===== src/design/mps_pkg.sv =====
/*
 * mps_pkg: shared types, states and timing constants for the modem power sequencer.
 * Assumes a single 20 MHz system clock; all times are turned into cycle counts here.
 */
package mps_pkg;

    localparam int unsigned CLK_PERIOD_NS   = 50;

    // time from power request to cpu reset release
    localparam int unsigned RESET_DELAY_NS  = 100000;
    localparam int unsigned RESET_DELAY_CYC = (RESET_DELAY_NS + CLK_PERIOD_NS - 1) / CLK_PERIOD_NS;

    // width of the boot-time clear-to-send pulse
    localparam int unsigned CTS_PULSE_NS    = 2000;
    localparam int unsigned CTS_PULSE_CYC   = CTS_PULSE_NS / CLK_PERIOD_NS;

    // half period of the fast indicator flashing
    localparam int unsigned BLINK_HALF_MS   = 50;
    localparam int unsigned BLINK_HALF_CYC  = (BLINK_HALF_MS * 1000000) / CLK_PERIOD_NS;

    localparam int unsigned CNT_W           = 12;
    localparam int unsigned BLINK_W         = 20;

    typedef enum logic [3:0] {
        MPS_OFF        = 4'h0,
        MPS_RST_DELAY  = 4'h1,
        MPS_BOOT_CTS   = 4'h2,
        MPS_BOOT       = 4'h3,
        MPS_INIT       = 4'h4,
        MPS_READY      = 4'h5,
        MPS_SHUT_DEREG = 4'h6,
        MPS_SHUT_SAVE  = 4'h7,
        MPS_SHUT_DSR   = 4'h8,
        MPS_SHUT_RADIO = 4'h9,
        MPS_DOWN       = 4'hA
    } mps_state_t;

    // serial handshake lines, all active low
    typedef struct packed {
        logic cts_n;
        logic dsr_n;
        logic dcd_n;
    } mps_hs_t;

    // indicator drives, all active low
    typedef struct packed {
        logic batt_n;
        logic rx_n;
        logic tx_n;
    } mps_led_t;

    // requests to the modem firmware side
    typedef struct packed {
        logic dereg_req;
        logic save_req;
        logic flush_pulse;
    } mps_req_t;

    typedef struct packed {
        mps_state_t         st;
        logic [CNT_W-1:0]   cnt;
        logic               blink_ph;
        logic               cpu_reset_n;
        logic               radio_power_on;
        logic               host_if_en;
        logic               settings_saved;
        mps_hs_t            hs;
        mps_led_t           led;
        mps_req_t           req;
    } mps_core_t;

    typedef struct packed {
        logic [BLINK_W-1:0] cnt;
        logic               tick;
    } mps_div_t;

endpackage


===== src/design/mps_blink_div.sv =====
/*
 * mps_blink_div: divider that emits a one-cycle enable every HALF_CYC clocks while run is high.
 * Assumes HALF_CYC fits in BLINK_W bits and is at least two.
 */
`timescale 1ns/100ps
module mps_blink_div
    import mps_pkg::*;
#(
    parameter logic [BLINK_W-1:0] HALF_CYC = BLINK_W'(BLINK_HALF_CYC)
) (
    input  wire logic sys_clk,
    input  wire logic rst,
    input  wire logic run,
    output logic      tick
);

    mps_div_t div_reg;
    mps_div_t div_next;

    always_comb begin
        div_next      = div_reg;
        div_next.tick = 1'b0;
        if (!run) begin
            // restart so the first flash after enable has full length
            div_next.cnt = '0;
        end else if (div_reg.cnt >= HALF_CYC - BLINK_W'(1)) begin
            div_next.cnt  = '0;
            div_next.tick = 1'b1;
        end else begin
            div_next.cnt = div_reg.cnt + BLINK_W'(1);
        end
    end

    always_ff @(posedge sys_clk or posedge rst) begin
        if (rst) begin
            div_reg <= '0;
        end else begin
            div_reg <= div_next;
        end
    end

    assign tick = div_reg.tick;

    a_tick_spacing : assert property (@(posedge sys_clk) disable iff (rst)
        tick |=> !tick)
        else $error("divider tick lasted more than one cycle");

endmodule


===== src/design/mps_sequencer.sv =====
/*
 * mps_sequencer: power-up and soft power-down sequencer of the data modem module.
 * Assumes all inputs are synchronous to sys_clk; firmware progress arrives as level inputs.
 */
`timescale 1ns/100ps

// Overview of operation
// RULE_01 - host supplies the power rail first, then raises the power request.
// RULE_02 - cpu reset comes from supply detector plus a fixed reset delay.
// RULE_03 - host forced reset holds the cpu; initialisation starts after release.
// RULE_04 - right after reset release, clear-to-send pulses briefly low then high.
// RULE_05 - command and serial interfaces enable only after initialisation completes.
// RULE_06 - after initialisation, data-set-ready asserts, then terminal and network setup start.
// RULE_07 - clear-to-send asserts only once the terminal interface has initialised.
// RULE_08 - carrier detect asserts only after network acknowledges registration.
// RULE_09 - forced reset, handshakes, indicators and cpu reset are all active low.
// RULE_10 - serial shutdown command alone never powers down; power request must drop.
// RULE_11 - soft shutdown starts when the power request is deasserted.
// RULE_12 - shutdown order: deregister and drop carrier, save, then drop data-set-ready.
// RULE_13 - host keeps the rail up to ten seconds after dropping the request.
// RULE_14 - battery indicator flashes fast during shutdown steps and stops afterwards.
// RULE_15 - after deregistration the radio supply enable is deasserted.
// RULE_16 - once data-set-ready drops, host may cut power; saved settings persist.
// RULE_17 - forced reset after shutdown gives a cold start that discards saved settings.
// RULE_18 - all indicators flash at startup; receive and transmit flash at power down.
module mps_sequencer
    import mps_pkg::*;
#(
    parameter int unsigned BLINK_CYC = BLINK_HALF_CYC
) (
    input  wire logic     sys_clk,
    input  wire logic     rst,
    input  wire logic     supply_ok,
    input  wire logic     host_power_request,
    input  wire logic     host_forced_reset_n,
    input  wire logic     boot_done,
    input  wire logic     init_done,
    input  wire logic     dte_init_done,
    input  wire logic     net_reg_ack,
    input  wire logic     dereg_done,
    input  wire logic     save_done,
    output logic          cpu_reset_n,
    output logic          radio_power_on,
    output logic          host_if_en,
    output logic          settings_saved,
    output mps_hs_t       hs,
    output mps_led_t      led,
    output mps_req_t      req
);

    mps_core_t core_reg;
    mps_core_t core_next;
    logic      blink_tick;
    logic      blink_run;
    logic      starting;
    logic      stopping;

    assign starting  = core_reg.st inside {MPS_RST_DELAY, MPS_BOOT_CTS, MPS_BOOT, MPS_INIT};
    assign stopping  = core_reg.st inside {MPS_SHUT_DEREG, MPS_SHUT_SAVE, MPS_SHUT_DSR};
    assign blink_run = starting | stopping;

    mps_blink_div #(
        .HALF_CYC (BLINK_W'(BLINK_CYC))
    ) u_blink (
        .sys_clk (sys_clk),
        .rst     (rst),
        .run     (blink_run),
        .tick    (blink_tick)
    );

    always_comb begin
        core_next                 = core_reg;
        core_next.req.flush_pulse = 1'b0;
        if (blink_tick) begin
            core_next.blink_ph = ~core_reg.blink_ph;
        end

        if (!supply_ok) begin
            // detector holds all in reset; saved settings survive [RULE_02] [RULE_16]
            core_next.st             = MPS_OFF;
            core_next.cnt            = '0;
            core_next.cpu_reset_n    = 1'b0;
            core_next.radio_power_on = 1'b0;
            core_next.host_if_en     = 1'b0;
            core_next.hs             = '1;
            core_next.req.dereg_req  = 1'b0;
            core_next.req.save_req   = 1'b0;
        end else if (!host_forced_reset_n) begin
            // forced reset while powered; after shutdown a cold start [RULE_03] [RULE_17]
            if (core_reg.st == MPS_DOWN && core_reg.settings_saved) begin
                core_next.req.flush_pulse = 1'b1;
            end
            core_next.settings_saved = core_reg.st == MPS_DOWN ? 1'b0 : core_reg.settings_saved;
            core_next.st             = MPS_OFF;
            core_next.cnt            = '0;
            core_next.cpu_reset_n    = 1'b0;
            core_next.radio_power_on = 1'b0;
            core_next.host_if_en     = 1'b0;
            core_next.hs             = '1;
            core_next.req.dereg_req  = 1'b0;
            core_next.req.save_req   = 1'b0;
        end else begin
            case (core_reg.st)
                MPS_OFF, MPS_DOWN: begin
                    // only the power request starts, never a serial command [RULE_01] [RULE_10]
                    if (host_power_request) begin
                        core_next.st             = MPS_RST_DELAY;
                        core_next.cnt            = '0;
                        core_next.radio_power_on = 1'b1;
                    end
                end
                MPS_RST_DELAY: begin
                    if (core_reg.cnt >= CNT_W'(RESET_DELAY_CYC - 1)) begin
                        core_next.st          = MPS_BOOT_CTS;
                        core_next.cnt         = '0;
                        core_next.cpu_reset_n = 1'b1;          // [RULE_02]
                        core_next.hs.cts_n    = 1'b0;          // [RULE_04]
                    end else begin
                        core_next.cnt = core_reg.cnt + CNT_W'(1);
                    end
                end
                MPS_BOOT_CTS: begin
                    if (core_reg.cnt >= CNT_W'(CTS_PULSE_CYC - 1)) begin
                        core_next.st       = MPS_BOOT;
                        core_next.hs.cts_n = 1'b1;             // [RULE_04]
                    end else begin
                        core_next.cnt = core_reg.cnt + CNT_W'(1);
                    end
                end
                MPS_BOOT: begin
                    if (boot_done) begin
                        core_next.st = MPS_INIT;
                    end
                end
                MPS_INIT: begin
                    if (init_done) begin
                        core_next.st         = MPS_READY;
                        core_next.host_if_en = 1'b1;           // [RULE_05]
                        core_next.hs.dsr_n   = 1'b0;           // [RULE_06]
                    end
                end
                MPS_READY: begin
                    if (!host_power_request) begin
                        core_next.st            = MPS_SHUT_DEREG;  // [RULE_11]
                        core_next.req.dereg_req = 1'b1;
                    end else begin
                        if (dte_init_done) begin
                            core_next.hs.cts_n = 1'b0;         // [RULE_07]
                        end
                        if (net_reg_ack) begin
                            core_next.hs.dcd_n = 1'b0;         // [RULE_08]
                        end
                    end
                end
                MPS_SHUT_DEREG: begin
                    if (dereg_done) begin
                        core_next.st            = MPS_SHUT_SAVE;
                        core_next.req.dereg_req = 1'b0;
                        core_next.req.save_req  = 1'b1;
                        core_next.hs.dcd_n      = 1'b1;        // [RULE_12]
                    end
                end
                MPS_SHUT_SAVE: begin
                    if (save_done) begin
                        core_next.st             = MPS_SHUT_DSR;
                        core_next.req.save_req   = 1'b0;
                        core_next.settings_saved = 1'b1;       // [RULE_12]
                    end
                end
                MPS_SHUT_DSR: begin
                    core_next.st         = MPS_SHUT_RADIO;
                    core_next.hs         = '1;                 // [RULE_12]
                    core_next.host_if_en = 1'b0;
                end
                MPS_SHUT_RADIO: begin
                    core_next.st             = MPS_DOWN;
                    core_next.radio_power_on = 1'b0;           // [RULE_15]
                end
                default: begin
                    core_next.st = MPS_OFF;
                end
            endcase
        end

        // indicators: a low drive lights the lamp [RULE_09]
        core_next.led = '1;
        if (core_next.st inside {MPS_RST_DELAY, MPS_BOOT_CTS, MPS_BOOT, MPS_INIT}) begin
            core_next.led = {3{core_next.blink_ph}};           // [RULE_18]
        end else if (core_next.st inside {MPS_SHUT_DEREG, MPS_SHUT_SAVE, MPS_SHUT_DSR}) begin
            core_next.led.batt_n = core_next.blink_ph;         // [RULE_14]
            core_next.led.rx_n   = core_next.blink_ph;         // [RULE_18]
            core_next.led.tx_n   = core_next.blink_ph;
        end
    end

    always_ff @(posedge sys_clk or posedge rst) begin
        if (rst) begin
            core_reg             <= '0;
            core_reg.st          <= MPS_OFF;
            core_reg.hs          <= '1;
            core_reg.led         <= '1;
            core_reg.blink_ph    <= 1'b1;
        end else begin
            core_reg <= core_next;
        end
    end

    assign cpu_reset_n    = core_reg.cpu_reset_n;
    assign radio_power_on = core_reg.radio_power_on;
    assign host_if_en     = core_reg.host_if_en;
    assign settings_saved = core_reg.settings_saved;
    assign hs             = core_reg.hs;
    assign led            = core_reg.led;
    assign req            = core_reg.req;

    // checks kept next to the sequencing they guard
    a_supply_holds_rst : assert property (@(posedge sys_clk) disable iff (rst) // [RULE_02]
        !supply_ok |=> !cpu_reset_n && radio_power_on == 1'b0)
        else $error("cpu left reset without good supply");

    a_reset_delay_len : assert property (@(posedge sys_clk) disable iff (rst) // [RULE_02]
        $rose(cpu_reset_n) |-> $past(core_reg.cnt) == CNT_W'(RESET_DELAY_CYC - 1))
        else $error("reset delay has wrong length");

    a_forced_rst_hold : assert property (@(posedge sys_clk) disable iff (rst) // [RULE_03]
        !host_forced_reset_n |=> !cpu_reset_n && hs.dsr_n)
        else $error("cpu running under forced reset");

    a_boot_cts_pulse : assert property (@(posedge sys_clk) disable iff (rst) // [RULE_04]
        $rose(cpu_reset_n) |-> !hs.cts_n [*8])
        else $error("boot clear-to-send pulse missing or short");

    a_if_after_init : assert property (@(posedge sys_clk) disable iff (rst) // [RULE_05]
        $rose(host_if_en) |-> $past(init_done) && $fell(hs.dsr_n))
        else $error("interfaces enabled before initialisation");

    a_cts_after_dte : assert property (@(posedge sys_clk) disable iff (rst) // [RULE_07]
        $fell(hs.cts_n) && !hs.dsr_n |-> $past(dte_init_done))
        else $error("clear-to-send without terminal init");

    a_dcd_after_ack : assert property (@(posedge sys_clk) disable iff (rst) // [RULE_08]
        $fell(hs.dcd_n) |-> $past(net_reg_ack) && !hs.dsr_n)
        else $error("carrier detect before registration ack");

    a_shut_on_release : assert property (@(posedge sys_clk) disable iff (rst) // [RULE_11]
        core_reg.st == MPS_READY && !host_power_request && supply_ok && host_forced_reset_n
        |=> req.dereg_req)
        else $error("power request drop did not start shutdown");

    a_shut_order : assert property (@(posedge sys_clk) disable iff (rst) // [RULE_12]
        $rose(hs.dsr_n) && $past(supply_ok) && $past(host_forced_reset_n)
        |-> hs.dcd_n && settings_saved)
        else $error("ready dropped before deregistration and save");

    a_radio_after_dereg : assert property (@(posedge sys_clk) disable iff (rst) // [RULE_15]
        $fell(radio_power_on) && $past(supply_ok) && $past(host_forced_reset_n)
        |-> hs.dcd_n && hs.dsr_n)
        else $error("radio supply dropped before deregistration");

    a_batt_led_quiet : assert property (@(posedge sys_clk) disable iff (rst) // [RULE_14]
        core_reg.st inside {MPS_READY, MPS_DOWN, MPS_SHUT_RADIO} |-> led.batt_n)
        else $error("battery indicator lit outside shutdown");

    a_cold_start : assert property (@(posedge sys_clk) disable iff (rst) // [RULE_17]
        core_reg.st == MPS_DOWN && settings_saved && supply_ok && !host_forced_reset_n
        |=> req.flush_pulse && !settings_saved)
        else $error("forced reset after shutdown did not flush settings");

    // 40 cycles is the boot pulse width at the 20 MHz clock
    a_boot_pulse_end : assert property (@(posedge sys_clk) disable iff (rst) // [RULE_04]
        $rose(cpu_reset_n) |-> ##40 hs.cts_n)
        else $error("boot clear-to-send pulse did not end");

    a_if_drop_with_dsr : assert property (@(posedge sys_clk) disable iff (rst) // [RULE_05]
        $rose(hs.dsr_n) |-> !host_if_en)
        else $error("interfaces left enabled after ready dropped");

    a_dcd_needs_dsr : assert property (@(posedge sys_clk) disable iff (rst) // [RULE_08]
        !hs.dcd_n |-> !hs.dsr_n)
        else $error("carrier detect shown while not ready");

    a_save_after_dereg : assert property (@(posedge sys_clk) disable iff (rst) // [RULE_12]
        req.save_req |-> !req.dereg_req && hs.dcd_n)
        else $error("save requested before deregistration finished");

    a_flush_single : assert property (@(posedge sys_clk) disable iff (rst) // [RULE_17]
        req.flush_pulse |=> !req.flush_pulse)
        else $error("settings flush lasted more than one cycle");

    // all three lamps must flash in step while starting
    a_start_flash_all : assert property (@(posedge sys_clk) disable iff (rst) // [RULE_18]
        starting |-> led.batt_n == led.rx_n && led.rx_n == led.tx_n)
        else $error("indicators not flashing together at startup");

    c_power_up : cover property (@(posedge sys_clk) disable iff (rst)
        $fell(hs.dsr_n) ##[1:1000] $fell(hs.dcd_n));

    c_soft_down : cover property (@(posedge sys_clk) disable iff (rst)
        $rose(req.dereg_req) ##[1:1000] $fell(radio_power_on));

    c_cold_start : cover property (@(posedge sys_clk) disable iff (rst)
        req.flush_pulse);

    c_forced_hold : cover property (@(posedge sys_clk) disable iff (rst)
        !host_forced_reset_n && host_power_request && supply_ok);

    c_startup_flash : cover property (@(posedge sys_clk) disable iff (rst)
        starting && $fell(led.rx_n));

endmodule


===== config.mk =====
export PLATFORM = sky130hd
export DESIGN_NAME = mps_sequencer
export DESIGN_NICKNAME = d
export VERILOG_FILES = /design/src/design/mps_pkg.sv /design/src/design/mps_blink_div.sv /design/src/design/mps_sequencer.sv
export SDC_FILE = /design/constraint.sdc
export NUM_CORES = 1
export LEC_CHECK = 0
export BUFFER_PORTS_ARGS = -buffer_cell sky130_fd_sc_hd__buf_4
export CAP_MARGIN = 20
export CORE_ASPECT_RATIO = 1.5
export CORE_MARGIN = 2
export CORE_UTILIZATION = 50
export DETAILED_ROUTE_END_ITERATION = 7
export GPL_TIMING_DRIVEN = 0
export PLACE_DENSITY = 0.79
export SLEW_MARGIN = 20
export SYNTH_ARGS = -nofsm -noshare
export SYNTH_HDL_FRONTEND = slang
export SYNTH_SLANG_ARGS = --single-unit

===== constraint.sdc =====
create_clock -name sys_clk -period 2.74 [get_ports sys_clk]
set_clock_uncertainty 0.1 [all_clocks]
set_input_delay 0.548 -clock sys_clk [delete_from_list [all_inputs] [get_ports sys_clk]]
set_output_delay 0.548 -clock sys_clk [all_outputs]
set_load 0.02 [all_outputs]

==> flow_summary.json <==
{
  "p_switching_mw": 0.2944,
  "gp_congestion": 0.9037,
  "vias": 2469,
  "rsz0062_at_grt": "false",
  "reg2regPathDepth": 6,
  "drt_iter0_drc": 91,
  "powerDensity_mw_per_mm2": 395.7,
  "cp_slowest_cell": "or4_4",
  "cp_top_family": "simple AND/OR/NAND/NOR gates",
  "htree_levels": 2,
  "yosysTopAreaCell": "dfrtp_1",
  "viasPerCell": 6.022,
  "fin_crit_ns": 2.647,
  "p_clk_frac": 0.359,
  "ys_top_cells_by_area": "dfrtp_1 (39%), a211oi_1 (5.8%), dfstp_2 (4.6%)",
  "combPwrFrac": 0.073,
  "tritoncts": "built",
  "crit_required_ns": 2.87,
  "p_sw_frac": 0.2290,
  "grt_pass1_vias": 2441,
  "routed_wirelength_um": 6235,
  "finalHoldViolCount": 0,
  "crit_chain": "or4_4 > a2111o_1 > a22o_1 > buf_6 > or4_1 > a21oi_1",
  "numClockSinks": 49,
  "internal_power_mw": 0.9910,
  "cts_max_path_buffers": 2,
  "num_rows": 33,
  "critPathLaunch": "core_reg[20]",
  "cp_data_arrival_time_ns": 2.77,
  "largest_register_ffs": 20,
  "r2r-end": "core_reg[23]",
  "dp_slack_ns": 0.06368,
  "async_flop_share": 1.000,
  "dpl.hpwl_um": 4410,
  "wire_per_inst_um": 15.21,
  "synth_top_area_frac": 0.3863,
  "antenna_found_initial": 0,
  "postCtsSetupRepairBufs": 0,
  "tightestPinTransition_ns": 1.009,
  "r2r_setup_slack_ns": 0.09,
  "yosysWarnings": 0,
  "final.fill_count": 476,
  "endpoint_kind": "flip-flop",
  "area_growth_pct": 13.96,
  "initial_core_util": 0.5190,
  "clkTransAtPathRegs_ns": 0.09,
  "synth_edf_count": 0,
  "setup_slack_ns": 0.09260,
  "ys_seq_elements": 49,
  "clk_latency_ns": 0.30,
  "path_class": "reg2reg",
  "path_depth": 6,
  "syn_area_per_cell_um2": 9.224,
  "setup_viol": 0,
  "cpPeakStageDelay_ns": 0.56,
  "rr_startpoint": "core_reg[20]",
  "numCtsBuffers": 5,
  "p_seq_frac": 0.568,
  "finalSetupTns_ns": 0,
  "final_layout_size_suffix_gt1_frac": 0.1647,
  "synth_ff_type": "dfrtp_1",
  "cp_num_buf_inv": 1,
  "register_area_mm2": 0.001232,
  "drv_cap": 0,
  "syn_inst": 309,
  "ant_nets": 0,
  "status": "finished, final reports clean",
  "path_max_fanout": 10,
  "crit_path_end": "core_reg[23]",
  "syn_area_mm2": 0.002850,
  "synth_cell_types": 57,
  "io_buffers": 22,
  "vdd.ir_drop.worst_v": 0.0002792,
  "dieHeight_um": 96.47,
  "pin_count": 24,
  "worstHoldPathType": "in2async",
  "fmax_mhz": 377.7,
  "final_common_cell": "dfrtp_1",
  "core_area_mm2": 0.005492,
  "timing.final.crit_share": 0.9662,
  "layout_common_cells": "dfrtp_1 (44), buf_4 (31), a21oi_1 (24)",
  "overflow": 0,
  "relSlewSlack": 0.3210,
  "cts_root_buf": "clkbuf_8",
  "fin_nets": 352,
  "maxSlewViolCount": 0,
  "seq_area_frac_synth": 0.4324,
  "leakagePower_nw": 1.304,
  "start_kind": "flip-flop",
  "syn_nets": 322,
  "diodes": 0,
  "drc": 0,
  "grt_pass1_wl_um": 10800,
  "multiInputGateArea_mm2": 0.001433,
  "die_area_mm2": 0.006333,
  "fp.dieW_um": 65.65,
  "firstDrtPassIters": 4,
  "grt_usage": 0.2161,
  "grt_max_degree": 29
}
[cells by family (layout without fill, tap and decap cells)]
logic type               Yosys count  in the layout  share of synthesized area
multiplexers                       2              2                   0.007024
XOR/XNOR                          18             18                    0.05531
AND/OR/NAND/NOR                  103            103                     0.2063
buffers and inverters             42             73                    0.06979
flip-flops                        49             49                     0.4324
adder cells (fa/ha/maj)            2              2                   0.008778
AO/OA/AOI/OAI                     93             93                     0.2204
[metal layers]
metal,track usage,vias to the layer above,wire length [um]
li1,-,1210,-
met1,0.2600,1197,2731
met2,0.3847,48,3207
met3,0.03824,14,177
met4,0.07639,0,119
met5,0,-,0
[timing repair]
action	4_1_cts	5_1_grt
endpoints found under the setup margin	0	13
hold buffers	0	0
resized for setup	0	6
[cell type report]
type / instances / share of cell area
well taps: 70 / 0.02696
clock inverters: 1 / 0.001541
flip-flops and latches: 49 / 0.3794
multi-input cells: 218 / 0.4411
clock buffers: 7 / 0.02966
inverters: 14 / 0.01618
plain buffers: 28 / 0.04584
repair buffers: 23 / 0.05932
[Yosys cell counts (4+ instances only)]
cell,n
a21oi_1,24
xor2_1,11
dfrtp_1,44
a31oi_1,4
nand3_1,16
inv_1,14
and2_1,4
or4_1,5
nor2_1,10
o21ai_0,13
clkbuf_1,17
dfstp_2,5
nand2_1,18
nor2b_1,6
a211oi_1,22
nand4_1,9
xnor2_1,7
buf_4,9
nor3_1,6
and3_1,7
[power groups by stage]
| stage | Sequential [mW] | Combinational, mW | Clock [mW] |
|---|---|---|---|
| floorplan | 0.745 | 0.0544 | 0 |
| global placement | 0.744 | 0.0865 | 0 |
| detailed placement | 0.745 | 0.0929 | 0 |
| CTS | 0.731 | 0.0929 | 0.478 |
| global route | 0.732 | 0.103 | 0.510 |
| finish | 0.731 | 0.0932 | 0.462 |
[worst reg2reg max path: stages (launching register included)]
cell,delay (ns)
dfrtp_1,0.45
or4_4,0.56
a2111o_1,0.46
a22o_1,0.22
buf_6,0.14
or4_1,0.49
a21oi_1,0.16
[worst min path at each step]
stage,slack (ns),end,startpoint,depth (start not counted)
after CTS,0.26,u_blink.div_reg[14],rst,2
after detailed placement,0.38,u_blink.div_reg[1],u_blink.div_reg[1],1
after global placement,0.37,u_blink.div_reg[1],u_blink.div_reg[1],1
after floorplan,0.35,u_blink.div_reg[1],u_blink.div_reg[1],1
after global routing,0.27,u_blink.div_reg[14],rst,2
final,0.23,u_blink.div_reg[14],rst,2
[per-stage QoR]
step | util | total power [mW] | area, um2 | instances | hold WS [ns]
2_1_floorplan | - | 0.7990 | 2850 | 309 | 0.3464
3_3_place_gp | 0.5650 | 0.8310 | 3103 | 401 | 0.3733
3_5_place_dp | 0.5701 | 0.8375 | 3131 | 402 | 0.3804
4_1_cts | 0.5885 | 1.302 | 3232 | 410 | 0.2578
5_1_grt | 0.5915 | 1.345 | 3248 | 410 | 0.2727
6_report | 0.5915 | 1.285 | 3248 | 410 | 0.2315
(Power assumes the default switching activity.)
